**src/rtl/addr_core_pkg.sv**
```systemverilog
// Constants for the program counter, return stack and indirect addressing.
// Assumes a single 125 MHz instruction clock and an APB register slave.

package addr_core_pkg;

   // Widths
   localparam int PC_W        = 13;
   localparam int LOW_W       = 8;
   localparam int UP_W        = 5;
   localparam int TGT_W       = 11;
   localparam int PTR_W       = 8;
   localparam int EA_W        = 9;
   localparam int DIRECT_W    = 7;
   localparam int STK_DEPTH   = 8;
   localparam int APB_AW      = 12;
   localparam int APB_DW      = 32;

   // Latch field positions
   localparam int LATCH_HI    = 4;
   localparam int LATCH_JMP_LO = 3;

   // Register byte offsets
   localparam logic [11:0] OFF_PC_LOW   = 12'h000;
   localparam logic [11:0] OFF_UP_LATCH = 12'h004;
   localparam logic [11:0] OFF_POINTER  = 12'h008;
   localparam logic [11:0] OFF_BANK     = 12'h00C;

   // Reset values
   localparam logic [PC_W-1:0]  PC_RST     = 13'h0000;
   localparam logic [UP_W-1:0]  LATCH_RST  = 5'h00;
   localparam logic [PTR_W-1:0] POINTER_RST = 8'h00;
   localparam logic             BANK_RST   = 1'b0;

   // Direct address of the indirect data port within a bank
   localparam logic [DIRECT_W-1:0] INDIRECT_PORT_ADDR = 7'h00;

   // Register bus slave states
   typedef enum logic [1:0] {
      APB_IDLE = 2'b01,
      APB_ACK  = 2'b10
   } apb_state_t;

endpackage

```
**src/rtl/pc_stack.sv**
```systemverilog
// Circular return-address stack with a hidden pointer.
// Assumes push and pop never come in the same cycle.

`timescale 1ns/1ns

module pc_stack #(
   parameter int WIDTH = 13,
   parameter int DEPTH = 8
) (
   // Clock and reset
   input  wire logic             ref_clk,
   input  wire logic             rst,
   // Stack control
   input  wire logic             push,
   input  wire logic             pop,
   input  wire logic [WIDTH-1:0] push_data,
   output logic      [WIDTH-1:0] top_data
);

   localparam int PW = $clog2(DEPTH);
   localparam logic [PW-1:0] PTR_ONE = PW'(1);

   logic [WIDTH-1:0] mem [DEPTH];
   logic [PW-1:0]    wr_ptr_ff;
   logic [PW-1:0]    nxt_wr_ptr;
   logic [PW-1:0]    top_idx;

   // Pointer wraps by width alone, so DEPTH must be a power of two
   assign top_idx    = wr_ptr_ff - PTR_ONE;
   assign top_data   = mem[top_idx];
   assign nxt_wr_ptr = push ? wr_ptr_ff + PTR_ONE :
                       pop  ? top_idx : wr_ptr_ff;

   always_ff @(posedge ref_clk) begin
      if (rst) begin
         wr_ptr_ff <= '0;
      end else begin
         wr_ptr_ff <= nxt_wr_ptr;
      end
   end

   // Oldest entry silently overwritten once full
   always_ff @(posedge ref_clk) begin
      if (push) begin
         mem[wr_ptr_ff] <= push_data;
      end
   end

endmodule // pc_stack

```
**src/rtl/program_counter_stack_indirect.sv**
```systemverilog
// Program counter, return stack and indirect address former of the core.
// Assumes the execution unit drives one-cycle strobes on ref_clk and an
// APB master reaches the low byte, latch, pointer and bank registers.
// Limitation: stack words survive reset; only the stack pointer clears.

`timescale 1ns/1ns

module program_counter_stack_indirect #(
   parameter int STACK_DEPTH = addr_core_pkg::STK_DEPTH
) (
   // Clock and reset
   input  wire logic                             ref_clk,
   input  wire logic                             rst,

   // APB slave
   input  wire logic                             psel,
   input  wire logic                             penable,
   input  wire logic                             pwrite,
   input  wire logic [addr_core_pkg::APB_AW-1:0] paddr,
   input  wire logic [addr_core_pkg::APB_DW-1:0] pwdata,
   output logic      [addr_core_pkg::APB_DW-1:0] prdata,
   output logic                                  pready,
   output logic                                  pslverr,

   // Sequencing from the execution unit
   input  wire logic                             pc_advance,
   input  wire logic                             goto_req,
   input  wire logic                             call_req,
   input  wire logic [addr_core_pkg::TGT_W-1:0]  instr_target,
   input  wire logic                             vector_req,
   input  wire logic [addr_core_pkg::PC_W-1:0]   vector_addr,
   input  wire logic                             return_req,
   input  wire logic                             return_with_literal_instr,
   input  wire logic                             return_from_interrupt_instr,

   // Special register writes from the execution unit
   input  wire logic                             core_pcl_wr,
   input  wire logic                             core_latch_wr,
   input  wire logic                             core_pointer_wr,
   input  wire logic                             core_bank_wr,
   input  wire logic [addr_core_pkg::LOW_W-1:0]  core_wdata,

   // Data access request
   input  wire logic                             acc_valid,
   input  wire logic                             acc_write,
   input  wire logic [addr_core_pkg::EA_W-1:0]   acc_addr,

   // Program counter out
   output logic      [addr_core_pkg::PC_W-1:0]   pc,

   // Data access out
   output logic                                  mem_valid,
   output logic                                  mem_write,
   output logic      [addr_core_pkg::EA_W-1:0]   mem_addr,
   output logic                                  mem_read_zero
);

   localparam int PC_W  = addr_core_pkg::PC_W;
   localparam int LOW_W = addr_core_pkg::LOW_W;
   localparam int UP_W  = addr_core_pkg::UP_W;
   localparam int EA_W  = addr_core_pkg::EA_W;
   localparam int HI    = addr_core_pkg::LATCH_HI;
   localparam int JLO   = addr_core_pkg::LATCH_JMP_LO;
   localparam logic [PC_W-1:0] PC_ONE = 13'h0001;

   // State
   logic [PC_W-1:0]                 pc_ff;
   logic [UP_W-1:0]                 pc_upper_latch_ff;
   logic [addr_core_pkg::PTR_W-1:0] indirect_pointer_reg_ff;
   logic                            indirect_bank_bit_ff;
   addr_core_pkg::apb_state_t       apb_state_ff;
   logic [addr_core_pkg::APB_DW-1:0] prdata_ff;
   logic                            pready_ff;
   logic                            pslverr_ff;
   logic                            mem_valid_ff;
   logic                            mem_write_ff;
   logic [EA_W-1:0]                 mem_addr_ff;
   logic                            mem_read_zero_ff;

   // Next values
   logic [PC_W-1:0]                 nxt_pc;
   logic [UP_W-1:0]                 nxt_latch;
   logic [addr_core_pkg::PTR_W-1:0] nxt_pointer;
   logic                            nxt_bank;
   addr_core_pkg::apb_state_t       nxt_apb_state;

   // Next values of the output flops
   logic [addr_core_pkg::APB_DW-1:0] nxt_prdata;
   logic                            nxt_pready;
   logic                            nxt_pslverr;
   logic                            nxt_mem_valid;
   logic                            nxt_mem_write;
   logic [EA_W-1:0]                 nxt_mem_addr;
   logic                            nxt_mem_read_zero;

   // Register decode
   wire apb_access  = psel & penable;
   wire hit_pc_low  = paddr == addr_core_pkg::OFF_PC_LOW;
   wire hit_latch   = paddr == addr_core_pkg::OFF_UP_LATCH;
   wire hit_pointer = paddr == addr_core_pkg::OFF_POINTER;
   wire hit_bank    = paddr == addr_core_pkg::OFF_BANK;
   // Stack pointer has no address of its own
   wire apb_hit     = hit_pc_low | hit_latch | hit_pointer | hit_bank;
   wire apb_commit  = apb_access & (apb_state_ff == addr_core_pkg::APB_ACK);
   wire apb_wr      = apb_commit & pwrite;

   // Core strobes take the cycle; a colliding bus write is dropped
   wire apb_pcl_wr     = apb_wr & hit_pc_low & ~core_pcl_wr;
   wire apb_latch_wr   = apb_wr & hit_latch & ~core_latch_wr;
   wire apb_pointer_wr = apb_wr & hit_pointer & ~core_pointer_wr;
   wire apb_bank_wr    = apb_wr & hit_bank & ~core_bank_wr;

   // Read mux; upper counter bits are never visible here
   wire [LOW_W-1:0] pc_low_byte_reg = pc_ff[LOW_W-1:0];
   wire [addr_core_pkg::APB_DW-1:0] rd_pc_low =
      {{(addr_core_pkg::APB_DW-LOW_W){1'b0}}, pc_low_byte_reg};
   wire [addr_core_pkg::APB_DW-1:0] rd_latch =
      {{(addr_core_pkg::APB_DW-UP_W){1'b0}}, pc_upper_latch_ff};
   wire [addr_core_pkg::APB_DW-1:0] rd_pointer =
      {{(addr_core_pkg::APB_DW-LOW_W){1'b0}}, indirect_pointer_reg_ff};
   wire [addr_core_pkg::APB_DW-1:0] rd_bank =
      {{(addr_core_pkg::APB_DW-1){1'b0}}, indirect_bank_bit_ff};
   wire [addr_core_pkg::APB_DW-1:0] apb_rdata =
      hit_pc_low  ? rd_pc_low :
      hit_latch   ? rd_latch :
      hit_pointer ? rd_pointer :
      hit_bank    ? rd_bank : '0;

   // Program counter sources
   wire return_any = return_req | return_with_literal_instr |
                     return_from_interrupt_instr;
   wire [PC_W-1:0] pc_inc = pc_ff + PC_ONE;
   wire [PC_W-1:0] jump_target =
      {pc_upper_latch_ff[HI:JLO], instr_target};
   wire [PC_W-1:0] pcl_load_core =
      {pc_upper_latch_ff, core_wdata};
   wire [PC_W-1:0] pcl_load_apb =
      {pc_upper_latch_ff, pwdata[LOW_W-1:0]};
   wire [PC_W-1:0] stack_top;

   // Stack control; the return address of a call is the next word
   wire stack_pop  = return_any;
   wire stack_push = ~return_any & (vector_req | call_req);
   wire [PC_W-1:0] push_value = vector_req ? pc_ff : pc_inc;

   // Returns first, then vectoring, call, goto, low-byte writes, advance
   assign nxt_pc = return_any  ? stack_top :
                   vector_req  ? vector_addr :
                   call_req    ? jump_target :
                   goto_req    ? jump_target :
                   core_pcl_wr ? pcl_load_core :
                   apb_pcl_wr  ? pcl_load_apb :
                   pc_advance  ? pc_inc : pc_ff;

   // Latch changes only on explicit writes, never on push or pop
   assign nxt_latch = core_latch_wr ? core_wdata[UP_W-1:0] :
                      apb_latch_wr  ? pwdata[UP_W-1:0] :
                      pc_upper_latch_ff;

   // Core write beats a bus write landing in the same cycle
   assign nxt_pointer = core_pointer_wr ? core_wdata :
                        apb_pointer_wr  ? pwdata[LOW_W-1:0] :
                        indirect_pointer_reg_ff;

   // Bank bit tops the indirect address
   assign nxt_bank = core_bank_wr ? core_wdata[0] :
                     apb_bank_wr  ? pwdata[0] :
                     indirect_bank_bit_ff;

   // Indirect addressing
   wire acc_to_port = acc_addr[addr_core_pkg::DIRECT_W-1:0] ==
                      addr_core_pkg::INDIRECT_PORT_ADDR;
   wire [EA_W-1:0] indirect_ea =
      {indirect_bank_bit_ff, indirect_pointer_reg_ff};
   wire ea_is_port = indirect_ea[addr_core_pkg::DIRECT_W-1:0] ==
                     addr_core_pkg::INDIRECT_PORT_ADDR;
   wire self_access = acc_valid & acc_to_port & ea_is_port;
   wire [EA_W-1:0] eff_addr = acc_to_port ? indirect_ea : acc_addr;
   // Status flags stay with the execution unit, which still sees the access
   wire eff_write = acc_valid & acc_write & ~self_access;
   wire eff_zero  = self_access & ~acc_write;

   // Bus slave: one wait state, then the answer
   always_comb begin
      nxt_apb_state = apb_state_ff;
      unique case (apb_state_ff)
         addr_core_pkg::APB_IDLE: begin
            if (apb_access) begin
               nxt_apb_state = addr_core_pkg::APB_ACK;
            end
         end
         addr_core_pkg::APB_ACK: begin
            nxt_apb_state = addr_core_pkg::APB_IDLE;
         end
      endcase
   end

   // Idle with an access opens the one wait-state answer
   wire start_ack = apb_access & (apb_state_ff == addr_core_pkg::APB_IDLE);

   // Read data is zero outside the answer cycle
   assign nxt_pready  = start_ack;
   assign nxt_prdata  = (start_ack & ~pwrite) ? apb_rdata : 32'h0000_0000;
   assign nxt_pslverr = start_ack & ~apb_hit;

   // Data access stage, one cycle behind the request
   assign nxt_mem_valid     = acc_valid;
   assign nxt_mem_write     = eff_write;
   assign nxt_mem_addr      = eff_addr;
   assign nxt_mem_read_zero = eff_zero;

   // Bus slave state
   always_ff @(posedge ref_clk) begin
      if (rst) begin
         apb_state_ff <= addr_core_pkg::APB_IDLE;
      end else begin
         apb_state_ff <= nxt_apb_state;
      end
   end

   // Ready is a one-cycle pulse per transfer
   always_ff @(posedge ref_clk) begin
      if (rst) begin
         pready_ff <= 1'b0;
      end else begin
         pready_ff <= nxt_pready;
      end
   end

   // Read data register
   always_ff @(posedge ref_clk) begin
      if (rst) begin
         prdata_ff <= 32'h0000_0000;
      end else begin
         prdata_ff <= nxt_prdata;
      end
   end

   // Error flag, only for an unmapped address
   always_ff @(posedge ref_clk) begin
      if (rst) begin
         pslverr_ff <= 1'b0;
      end else begin
         pslverr_ff <= nxt_pslverr;
      end
   end

   // Counter, cleared by every kind of reset
   always_ff @(posedge ref_clk) begin
      if (rst) begin
         pc_ff <= addr_core_pkg::PC_RST;
      end else begin
         pc_ff <= nxt_pc;
      end
   end

   // Upper latch, untouched by stack traffic
   always_ff @(posedge ref_clk) begin
      if (rst) begin
         pc_upper_latch_ff <= addr_core_pkg::LATCH_RST;
      end else begin
         pc_upper_latch_ff <= nxt_latch;
      end
   end

   // Pointer register
   always_ff @(posedge ref_clk) begin
      if (rst) begin
         indirect_pointer_reg_ff <= addr_core_pkg::POINTER_RST;
      end else begin
         indirect_pointer_reg_ff <= nxt_pointer;
      end
   end

   // Bank bit
   always_ff @(posedge ref_clk) begin
      if (rst) begin
         indirect_bank_bit_ff <= addr_core_pkg::BANK_RST;
      end else begin
         indirect_bank_bit_ff <= nxt_bank;
      end
   end

   // Access valid
   always_ff @(posedge ref_clk) begin
      if (rst) begin
         mem_valid_ff <= 1'b0;
      end else begin
         mem_valid_ff <= nxt_mem_valid;
      end
   end

   // Effective write enable
   always_ff @(posedge ref_clk) begin
      if (rst) begin
         mem_write_ff <= 1'b0;
      end else begin
         mem_write_ff <= nxt_mem_write;
      end
   end

   // Effective address
   always_ff @(posedge ref_clk) begin
      if (rst) begin
         mem_addr_ff <= 9'h000;
      end else begin
         mem_addr_ff <= nxt_mem_addr;
      end
   end

   // Zero-data flag for a self read
   always_ff @(posedge ref_clk) begin
      if (rst) begin
         mem_read_zero_ff <= 1'b0;
      end else begin
         mem_read_zero_ff <= nxt_mem_read_zero;
      end
   end

   // Return stack, separate from program and data memory
   pc_stack #(
      .WIDTH (PC_W),
      .DEPTH (STACK_DEPTH)
   ) u_stack (
      .ref_clk   (ref_clk),
      .rst       (rst),
      .push      (stack_push),
      .pop       (stack_pop),
      .push_data (push_value),
      .top_data  (stack_top)
   );

   // Outputs
   assign prdata        = prdata_ff;
   assign pready        = pready_ff;
   assign pslverr       = pslverr_ff;
   assign pc            = pc_ff;
   assign mem_valid     = mem_valid_ff;
   assign mem_write     = mem_write_ff;
   assign mem_addr      = mem_addr_ff;
   assign mem_read_zero = mem_read_zero_ff;

endmodule // program_counter_stack_indirect

```
**config.mk**
```make
export PLATFORM = sky130hd
export DESIGN_NAME = program_counter_stack_indirect
export DESIGN_NICKNAME = d
export VERILOG_FILES = /design/src/rtl/addr_core_pkg.sv /design/src/rtl/pc_stack.sv /design/src/rtl/program_counter_stack_indirect.sv
export SDC_FILE = /design/constraint.sdc
export NUM_CORES = 1
export LEC_CHECK = 0
export BUFFER_PORTS_ARGS = -buffer_cell sky130_fd_sc_hd__buf_2
export CAP_MARGIN = 25
export CELL_PAD_IN_SITES_DETAIL_PLACEMENT = 0
export CELL_PAD_IN_SITES_GLOBAL_PLACEMENT = 2
export CORE_MARGIN = 5
export CORE_UTILIZATION = 38
export CTS_CLUSTER_DIAMETER = 100
export CTS_CLUSTER_SIZE = 8
export DETAILED_ROUTE_END_ITERATION = 8
export PLACE_DENSITY = 0.95
export REMOVE_ABC_BUFFERS = 1
export SYNTH_ARGS = -nofsm -noshare
export SYNTH_HDL_FRONTEND = slang
export SYNTH_HIERARCHICAL = 1
export SYNTH_SLANG_ARGS = --single-unit
```
**constraint.sdc**
```tcl
create_clock -name ref_clk -period 4.4 [get_ports ref_clk]
set_clock_uncertainty 0.1 [all_clocks]
set_input_delay 0 -clock ref_clk [delete_from_list [all_inputs] [get_ports ref_clk]]
set_output_delay 0 -clock ref_clk [all_outputs]
set_load 0.1 [all_outputs]
```
Word level (Yosys, flattened, before mapping). Memory sizes are Yosys's and may differ from the RTL's. Cells that the tools add are included.

Add/sub/neg operators: 3. Multipliers: 0. Div/mod/pow operators: 0. $lt $le $gt $ge: 0. Equality and inequality tests: 6. Shifts and indexed selects: 0. Muxes and demuxes: 25. Bitwise logic cells: 36. Reductions and logical operators: 10.

Operators by type and width (count): 13-bit two-way mux (8); 8-bit two-way mux (5); 12-bit by 4-bit == test with 1-bit output (second input constant) (2); 1-bit AND (20); 7-bit zero test (2); 13-bit by 1-bit adder with 13-bit output (second input constant) (1); 12-bit by 3-bit == test with 1-bit output (second input constant) (1); 12-bit zero test (1); 5-bit two-way mux (2); 1-bit inverter (10); 9-bit two-way mux (1); 2-bit nonzero test (4); 7-bit nonzero test (1); 3-bit two-way mux (2); 1-bit OR (6); 1-bit two-way mux (5); 5-bit OR reduction (1); 2-bit case mux with 2 select lines (1); 3-bit by 1-bit adder with 3-bit output (second input constant) (1); 3-bit by 1-bit subtractor with 3-bit output (second input constant) (1); 2-bit by 1-bit == test with 1-bit output (second input constant) (1); 2-bit == test (second input constant) (1); 2-bit two-way mux (1); 2-bit inequality test (second input constant) (1); 2-bit OR reduction (1).

Register bits: 78. Bits in latches: 0. Bits in writable memories: 104. ROM bits: 0. Bits of input ports: 103. Output and inout bits: 59. Word-level logic and storage cells: 95. Memories kept: 1.

Memories: u_stack.mem (words 8, width 13, read ports 1, clocked after memory_dff 0, write ports 1, line pc_stack.sv:23) `logic [WIDTH-1:0] mem [DEPTH];`.

Longest topological paths before layout. Gate-level depths: netlist of the first run.

Depth in word-level cells: 11. Depth in mapped cells: 14. Gate-level depth less buffers: 10.

Modules after synthesis. Netlist of the first run, hierarchy kept.

By module, submodules not included: pc_stack (instances 1, cells each 271, area each 4346.7 um^2, seq. area each 3183.1 um^2); program_counter_stack_indirect (instances 1, cells each 432, area each 3313.2 um^2, seq. area each 1021.0 um^2).

Least setup slack after synthesis of the first run. OpenSTA, ideal clock, no wires.

Kind: reg2reg. Start point: register u_stack.wr_ptr_ff[0]. End point: register pc_ff[3] (netlist: pc[3]). Library setup time: 0.135 ns. Arrival: 2.509 ns. Required time: 4.165 ns. Path slack: 1.656 ns. Stages on the path, launching flop included: 14. Buffers on the path: 4. Period minus slack after synthesis: 2.744 ns. Path through: dfxtp_1 inv_1 clkbuf_1 buf_2 ha_1 buf_2 buf_2 mux2i_1 nand3_1 and4_1 a221oi_1 o21ai_0 a21oi_1 nor4_1.

Longest elaborated chain between the ends: 3.

Ends and longest elaborated chain: start: declaration (line pc_stack.sv:24) `logic [PW-1:0] wr_ptr_ff;`; start signal: assignment (line pc_stack.sv:38) `wr_ptr_ff <= nxt_wr_ptr;`; 3-bit by 1-bit subtractor with 3-bit output (line pc_stack.sv:29) `assign top_idx = wr_ptr_ff - PTR_ONE;`; memory 8 x 13 bit; net stack_top[3] (line program_counter_stack_indirect.sv:139) `wire [PC_W-1:0] stack_top;`; 13-bit two-way mux (line program_counter_stack_indirect.sv:147) `assign nxt_pc = return_any ? stack_top :`; end signal: assignment (line program_counter_stack_indirect.sv:251) `pc_ff <= addr_core_pkg::PC_RST;`; end signal: assignment (line program_counter_stack_indirect.sv:253) `pc_ff <= nxt_pc;`; end: declaration (line program_counter_stack_indirect.sv:67) `logic [PC_W-1:0] pc_ff;`.

The timed path passes the listed nets, and every way through them passes these cells. A chain may end at the register's enable or synchronous reset.

Final worst setup path of the first run.
Start point: register u_stack.wr_ptr_ff[0]. End point: register pc_ff[10] (netlist: pc[10]).

The elaborated chain is that of the path after synthesis.

==> impl_metrics.py, run 1 <==
metrics = {
    "status": {
        "status": "finished clean",
    },
    "synth": {
        "synth_top_area_share_pct": 40.8,
        "synthesis.area_um2": 7660,
        "synth-seq-cells": 158,
        "seq_area_frac_synth_pct": 54.9,
        "yosys.area_share.simple_pct": 17.9,
        "synth_top_family_by_area": "simple AND/OR/NAND/NOR gates",
        "synthXorXnorAreaFrac_pct": 3.17,
        "synth_largest_area_cell": "edfxtp_1",
        "synth-edff-count": 104,
        "synth_flop_cell": "edfxtp_1",
        "ys_warn_count": 6,
        "synth_compound_area_share_pct": 7.69,
        "synth.area.mux_share_pct": 10.5,
        "ys_top_cells_by_area": "edfxtp_1 41%, dfxtp_1 14%, mux2i_1 9.9%, nand3_1 4.4%, nor2_1 4.2%",
        "syn-instance-count": 703,
        "synth_cell_types": 60,
        "syn_avg_cell_area_um2": 10.9,
        "async_flop_share_pct": 0,
        "synthAdderAreaFrac_pct": 0.490,
    },
    "floorplan": {
        "rows": 52,
        "start_util_pct": 38.2,
        "die_w_um": 152,
        "dieArea_um2": 23100,
        "die_h_um": 152,
        "core_um2": 20000,
        "io_pins": 162,
    },
    "setup_path": {
        "criticalPathCategory": "reg2reg",
        "r2r_setup_slack_ps": 470,
        "cp-end-kind": "flop",
        "reg2reg_depth": 11,
        "r2r-end": "pc[10]",
        "critPathArrivalTime_ps": 4140,
        "r2r_start": "u_stack/wr_ptr_ff[0]",
        "cp_max_fo": 32,
        "setup.worst_path.start_class": "flop",
        "required_ps": 4610,
    },
    "flow_run": {
        "drv_cap": 0,
    },
    "timing": {
        "worstMarginPinSlew_ps": 865,
        "setup_slack_ps": 474,
        "max-slew-margin-rel_pct": 42.3,
        "final-max-slew-violation-count": 0,
        "max_freq_mhz": 255,
        "hold_viol": 0,
        "rsz0062_at_grt": "no",
        "period_needed_ps": 3930,
        "period_share_pct": 89.2,
        "setup_viol": 0,
    },
    "clock_network": {
        "cts-htree-levels": 4,
        "cts_setup_buffers": 0,
        "cts-buffers-inserted": 17,
        "root_buffer": "clkbuf_16",
        "clockBufferDepth": 2,
        "cts_tree": "built",
        "cts.sinks": 158,
        "insertion_delay_ps": 430,
        "path_clk_slew_ps": 70,
    },
    "detailed_routing": {
        "drtIter0Drc": 492,
        "viasPerCell": 5.32,
        "num_vias": 6244,
        "routed_wl_um": 22000,
        "ant_nets": 0,
        "drc": 0,
        "drt_pass1_iterations": 5,
        "wl_per_cell_um": 18.8,
    },
    "global_route": {
        "grt_pass1_vias": 6241,
        "grt_use_total_pct": 18.7,
        "grt_max_degree": 43,
        "gr-total-overflow": 0,
        "grt_first_pass_wirelength_um": 34300,
        "grt_antenna_before_repair": 1,
    },
    "placement": {
        "place_hpwl_um": 14700,
        "gp_congestion": 0.790,
        "port_buffers": 113,
        "post_dp_cell_area_um2": 8430,
        "post-place-ws_ps": 1090,
        "dp.cells": 1060,
    },
    "hold_path": {
        "min_path_type": "in2reg",
        "min_to": "pc[1]",
        "holdPathStages": 4,
        "hp-start": "core_pcl_wr",
    },
    "power_and_ir_drop": {
        "vdd_drop_max_v": 0.000290,
        "p_int_uw": 2980,
        "p_sw_uw": 1510,
        "switching_share_pct": 33.6,
        "power.total_uw": 4490,
        "p_leak_uw": 0.00390,
        "pwr-share-clk_pct": 33.2,
        "seqPwrFrac_pct": 40.2,
        "p_comb_share_pct": 26.7,
        "power.density_nw_per_um2": 456,
    },
    "final_layout": {
        "final_cell_mix": "113 x buf_2, 104 x edfxtp_1, 86 x nor2_1",
        "final_cell_area_um2": 9850,
        "final_common_cell": "buf_2",
        "stdcell_count": 1173,
        "drive_gt1_share_pct": 20.0,
        "syn_to_final_growth_pct": 28.7,
        "fillers": 1852,
        "fin_nets": 997,
    },
}
-- worst max-delay path by stage --
stage	end	startpoint	slack [ps]
final	pc[10]	u_stack/wr_ptr_ff[0]	470
after global routing	pc[10]	u_stack/wr_ptr_ff[0]	280
after CTS	pc[10]	u_stack/wr_ptr_ff[0]	200
after detailed placement	pc[11]	u_stack/wr_ptr_ff[0]	1090
after global placement	pc[11]	u_stack/wr_ptr_ff[0]	1120
after floorplan	pc[3]	u_stack/wr_ptr_ff[0]	-150
-- routing by layer --
metal / track usage (%) / vias to the layer above / part of all wire, %
li1: - / 2920 / -
met1: 25.3 / 2984 / 43
met2: 29.3 / 274 / 47
met3: 3.98 / 64 / 7.1
met4: 7.79 / 2 / 3.2
met5: 0 / - / 0.032
-- cell families after synthesis --
logic type	after synthesis
compound gates	93
xor+xnor	26
fa+ha+maj	3
buf+inv	78
flops	158
mux	79
other cells	1
simple gates	265
-- power groups by stage --
stage | sequential, uW | clock, uW | combinational (uW)
floorplan | 2040 | 0 | 590
global placement | 1830 | 0 | 1100
detailed placement | 1830 | 0 | 1110
CTS | 1800 | 1500 | 1190
global route | 1810 | 1570 | 1280
finish | 1800 | 1490 | 1200
-- through the flow --
stage,hold WS [ps],util [%],setup TNS (ps)
floorplan,-30.9,-,-340
global placement,81.9,42.1,0
detailed placement,82.9,42.1,0
CTS,39.9,49.1,0
global route,91.7,49.2,0
finish,57.8,49.2,0
-- registers in the layout, summed over array words and instances (netlist names), 2 cells and up --
register / cells
apb_state_ff: 2
indirect_pointer_reg_ff: 8
mem_addr: 9
pc: 13
pc_upper_latch_ff: 5
prdata: 8
u_stack/mem: 104
u_stack/wr_ptr_ff: 3
-- what timing repair did --
item	CTS	global route
hold buffers	81	0
resized for setup	0	1
hold endpoints to repair	50	0
endpoints found under the setup margin	0	1
-- layout make-up --
type	instances	area, um2	area share [%]
diodes	1	2.50	0.0254
clock buffers	17	425	4.32
clock inverters	13	164	1.66
inverters	11	41.3	0.419
multi-input cells	490	3160	32.1
flip-flops and latches	158	4200	42.7
well taps	270	338	3.43
repair buffers	213	1520	15.4
-- worst max-delay path, stage by stage (launching register included) --
cell and delay (ps):
dfxtp_1 310, buf_4 360, inv_1 150, ha_4 590, buf_4 320, mux2i_1 210
nand3_1 90, and4_1 260, o21ai_0 150, dlygate4sd3_1 570, a311oi_1 90, dlygate4sd3_1 590
-- cells in the mapped netlist, types with 4 or more instances --
master,instances
nor2b_1,10
nor3b_1,5
buf_2,14
o211ai_1,4
xnor2_1,12
xor2_1,12
nand4_1,5
a31oi_1,6
inv_1,10
a211oi_1,5
nor3_1,20
clkbuf_1,19
dfxtp_1,54
nor2_1,86
buf_4,25
mux2i_1,76
and4_1,14
nand3_1,67
nand2_1,27
edfxtp_1,104
nand3b_1,5
and3_1,7
buf_1,9
o21ai_0,15
a21oi_1,37
a221oi_1,5
Note: power is estimated with default switching activity, not from simulation.
==> inputs of run 2 (changes only) <==
PLACE_DENSITY = 0.88   (was 0.95)
SLEW_MARGIN = 20   (was default)
==> impl_metrics.py, run 2 (synthesis results as in run 1) <==
metrics = {
    "status": {
        "status": "finished clean",
    },
    "setup_path": {
        "path_common_cell": "dlygate4sd3_1",
        "cp_max_fo": 34,
        "reg2reg_depth": 9,
        "r2r-end": "pc[10]",
        "required_ps": 4610,
        "slowest_delay_ps": 1010,
        "critPathArrivalTime_ps": 3920,
        "criticalPathCategory": "reg2reg",
        "critPathSlowestCell": "ha_2",
        "r2r_setup_slack_ps": 700,
        "cp-end-kind": "flop",
        "setup.worst_path.start_class": "flop",
        "r2r_start": "u_stack/wr_ptr_ff[1]",
        "path_cells": "inv_1, ha_2, mux2i_1, nand3_1, and4_1, o21ai_0, dlygate4sd3_1, a311oi_1, dlygate4sd3_1",
    },
    "clock_network": {
        "cts_tree": "built",
        "path_clk_slew_ps": 70,
        "insertion_delay_ps": 420,
        "cts.sinks": 158,
        "root_buffer": "clkbuf_16",
        "cts-htree-levels": 4,
        "hold_buffers": 72,
        "ctsResizeCount": 0,
        "cts-buffers-inserted": 17,
        "cts_setup_buffers": 0,
        "clockBufferDepth": 2,
    },
    "timing": {
        "setup_viol": 0,
        "tns_ps": 0,
        "worstMarginPinSlew_ps": 1040,
        "whs_ps": 6.46,
        "final-max-slew-violation-count": 0,
        "rsz0062_at_grt": "no",
        "period_share_pct": 84.1,
        "max_freq_mhz": 270,
        "period_needed_ps": 3700,
        "hold_viol": 0,
        "max-slew-margin-rel_pct": 30.5,
    },
    "global_route": {
        "grt_max_degree": 43,
        "grt_antenna_before_repair": 1,
        "gr-total-overflow": 0,
        "grt_pass1_vias": 5905,
        "grt_use_total_pct": 18.0,
        "grt_first_pass_wirelength_um": 32900,
    },
    "final_layout": {
        "regMostFlops": "u_stack/mem",
        "largest_reg_flops": 104,
        "final_cell_mix": "113 x buf_2, 104 x edfxtp_1, 86 x nor2_1",
        "fin_nets": 987,
        "drive_gt1_share_pct": 20.5,
        "syn_to_final_growth_pct": 27.4,
        "final_common_cell": "buf_2",
        "stdcell_count": 1165,
    },
    "detailed_routing": {
        "wl_per_cell_um": 18.1,
        "drc": 0,
        "drtIter0Drc": 458,
        "ant_nets": 0,
        "viasPerCell": 5.19,
        "drt_pass1_iterations": 5,
        "routed_wl_um": 21100,
        "num_vias": 6041,
    },
    "floorplan": {
        "io_pins": 162,
        "die_h_um": 152,
        "dieArea_um2": 23100,
        "die_w_um": 152,
        "core_um2": 20000,
        "start_util_pct": 38.2,
        "rows": 52,
    },
    "hold_path": {
        "min_to": "pc[9]",
        "hp-start": "vector_addr[9]",
        "holdPathStages": 4,
        "min_path_type": "in2reg",
    },
    "power_and_ir_drop": {
        "pwr-share-clk_pct": 33.1,
        "p_comb_share_pct": 26.5,
        "p_sw_uw": 1560,
        "seqPwrFrac_pct": 40.4,
        "vdd_drop_max_v": 0.000242,
        "power.density_nw_per_um2": 457,
        "p_int_uw": 2900,
        "switching_share_pct": 35.0,
        "p_leak_uw": 0.00384,
        "power.total_uw": 4460,
    },
    "placement": {
        "place_hpwl_um": 14700,
        "dp.cells": 1060,
        "gp_congestion": 0.811,
        "port_buffers": 113,
    },
    "flow_run": {
        "drv_cap": 0,
    },
}
[run 2: area by class of cell]
type	count	area, um2
multi-input combinational	490	3150
timing repair buffer	203	1420
clock buffer	17	425
fill	1871	10300
inverter	11	41.3
antenna	1	2.50
clock inverter	15	174
sequential	158	4200
tap	270	338
[run 2: how the worst max path moves through the flow]
stage / to / depth (start not counted) / startpoint
floorplan: pc[3] / 9 / u_stack/wr_ptr_ff[0]
detailed placement: pc[2] / 9 / u_stack/wr_ptr_ff[1]
CTS: pc[10] / 9 / u_stack/wr_ptr_ff[1]
global route: pc[10] / 9 / u_stack/wr_ptr_ff[1]
finish: pc[10] / 9 / u_stack/wr_ptr_ff[1]
global placement: u_stack/mem[2][11] / 7 / return_with_literal_instr
[run 2: metrics by stage]
step	area, um2	utilization [%]	setup WS (ps)
floorplan	7380	-	-147
global placement	8430	42.1	1350
detailed placement	8430	42.1	1310
CTS	9750	48.7	658
global route	9760	48.7	461
finish	9760	48.7	699
[run 2: critical path, delay by kind of cell (launching register included)]
kind                       cells  cell delay, ps
AOI/OAI and AO/OA              2             230
buffers and inverters          3            1220
and+or+nand+nor                2             330
muxes                          1             270
DFF                            1             370
adders and majority gates      1            1010
[run 2: per-layer routing]
metal  vias to the layer above  part of all wire [%]  global-route usage [%]
met5                         -                     0                       0
met4                         0                   1.9                    5.39
li1                       2896                     -                       -
met1                      2919                    46                    24.9
met3                        22                   5.5                    3.50
met2                       204                    47                    28.7
[run 2: power by group through the flow]
stage	clock network, uW	registers (uW)	logic, uW
floorplan	0	2040	590
global placement	0	1830	1100
detailed placement	0	1830	1110
CTS	1500	1800	1190
global route	1570	1810	1270
finish	1470	1800	1180
==> inputs of run 3 (changes only) <==
CORE_UTILIZATION = 32   (was 38)
PLACE_DENSITY = 0.79   (was 0.88)
clock period = 3.25 ns   (was 4.4 ns; I/O delays follow)
==> impl_metrics.py, run 3 (synthesis results as in run 1) <==
metrics = {
    "power_and_ir_drop": {
        "power.density_nw_per_um2": 614,
        "p_leak_uw": 0.00392,
        "vdd_drop_max_v": 0.000355,
        "power.total_uw": 6130,
    },
    "timing": {
        "setup_slack_ps": 266,
        "period_needed_ps": 2980,
        "setup_viol": 0,
        "rsz0062_at_grt": "no",
        "worstMarginPinSlew_ps": 977,
        "final-max-slew-violation-count": 0,
        "max_freq_mhz": 335,
        "whs_ps": 9.44,
        "hold_viol": 0,
        "max-slew-margin-rel_pct": 34.8,
        "period_share_pct": 91.8,
    },
    "placement": {
        "place_hpwl_um": 15900,
        "post-place-ws_ps": 550,
        "port_buffers": 113,
        "post_dp_cell_area_um2": 8600,
        "gp_congestion": 0.833,
    },
    "flow_run": {
        "drv_cap": 0,
    },
    "floorplan": {
        "io_pins": 162,
        "dieArea_um2": 27100,
        "start_util_pct": 32.5,
        "rows": 56,
        "core_um2": 23500,
        "die_w_um": 165,
        "die_h_um": 165,
    },
    "detailed_routing": {
        "routed_wl_um": 22700,
        "drtIter0Drc": 387,
        "drc": 0,
        "num_vias": 6201,
        "viasPerCell": 5.05,
        "wl_per_cell_um": 18.5,
        "ant_nets": 0,
        "drt_pass1_iterations": 6,
    },
    "clock_network": {
        "clockBufferDepth": 2,
        "cts_setup_buffers": 0,
        "cts-buffers-inserted": 17,
        "cts_tree": "built",
        "cts-htree-levels": 4,
        "root_buffer": "clkbuf_16",
        "insertion_delay_ps": 430,
        "cts.sinks": 158,
        "path_clk_slew_ps": 70,
    },
    "hold_path": {
        "min_path_type": "in2reg",
    },
    "final_layout": {
        "fin_util_pct": 42.4,
        "final_cell_mix": "113 x buf_2, 104 x edfxtp_1, 86 x nor2_1",
        "final_cell_area_um2": 9970,
        "final_common_cell": "buf_2",
        "fin_nets": 1000,
        "drive_gt1_share_pct": 21.4,
        "regMostFlops": "u_stack/mem",
        "syn_to_final_growth_pct": 30.2,
        "largest_reg_flops": 104,
    },
    "global_route": {
        "gr-total-overflow": 0,
        "grt_first_pass_wirelength_um": 33900,
        "grt_use_met3_pct": 2.92,
        "grt_max_degree": 32,
        "grt_use_met1_pct": 23.4,
        "use_met2_pct": 25.3,
        "grt_use_total_pct": 16.5,
        "grt.busiest_layer": "met2",
        "grt_pass1_vias": 6027,
        "grt_antenna_before_repair": 1,
    },
    "setup_path": {
        "cp_max_fo": 12,
        "cp-end-kind": "flop",
        "critPathArrivalTime_ps": 3250,
        "criticalPathCategory": "in2reg",
        "required_ps": 3510,
        "setup.worst_path.start_class": "input pin",
    },
    "status": {
        "status": "finished clean",
    },
}
run 3: layout make-up:
class / count / area [um2]
clock buffer: 17 / 425
timing repair buffer: 216 / 1550
tap: 319 / 399
sequential: 158 / 4200
antenna: 2 / 5.00
multi-input combinational: 490 / 3160
fill: 2311 / 13600
inverter: 11 / 41.3
clock inverter: 15 / 186
run 3: worst paths after layout:
check	cells after the start	to	slack (ps)	startpoint
setup reg to reg	9	pc[10]	360	u_stack/wr_ptr_ff[1]
hold / removal	4	pc[6]	9	goto_req
setup / recovery	9	pc[10]	270	paddr[10]
hold reg to reg	2	apb_state_ff[1]	430	apb_state_ff[0]
run 3: metrics by stage:
stage          setup TNS [ps]  instances
2_1_floorplan          -15240        659
3_3_place_gp                0       1120
3_5_place_dp                0       1120
5_1_grt                     0       1226
4_1_cts                     0       1226
6_report                    0       1228
run 3: critical path, stage by stage:
cell and delay [ps]:
dlygate4sd3_1 530, buf_2 130, or4bb_1 530, nor4_4 510, a21boi_2 210, nand2_1 430, nor2_1 90, a311oi_1 240
dlygate4sd3_1 570
run 3: what timing repair did:
| action | 4_1_cts | 5_1_grt |
|---|---|---|
| hold buffers | 74 | 0 |
| endpoints found under the setup margin | 0 | 1 |
| resized for setup | 0 | 1 |
| hold endpoints to repair | 49 | 0 |
run 3: routing by layer:
| metal | part of all wire (%) | wire length (um) |
|---|---|---|
| met5 | 0.057 | 13 |
| met4 | 2.2 | 493 |
| met3 | 5.5 | 1260 |
| met2 | 46 | 10400 |
| met1 | 47 | 10600 |
run 3: power by group:
group	internal (uW)	switching, uW	total [uW]
sequential	2300	95.5	2400
combinational	545	1150	1690
clock	1110	926	2040
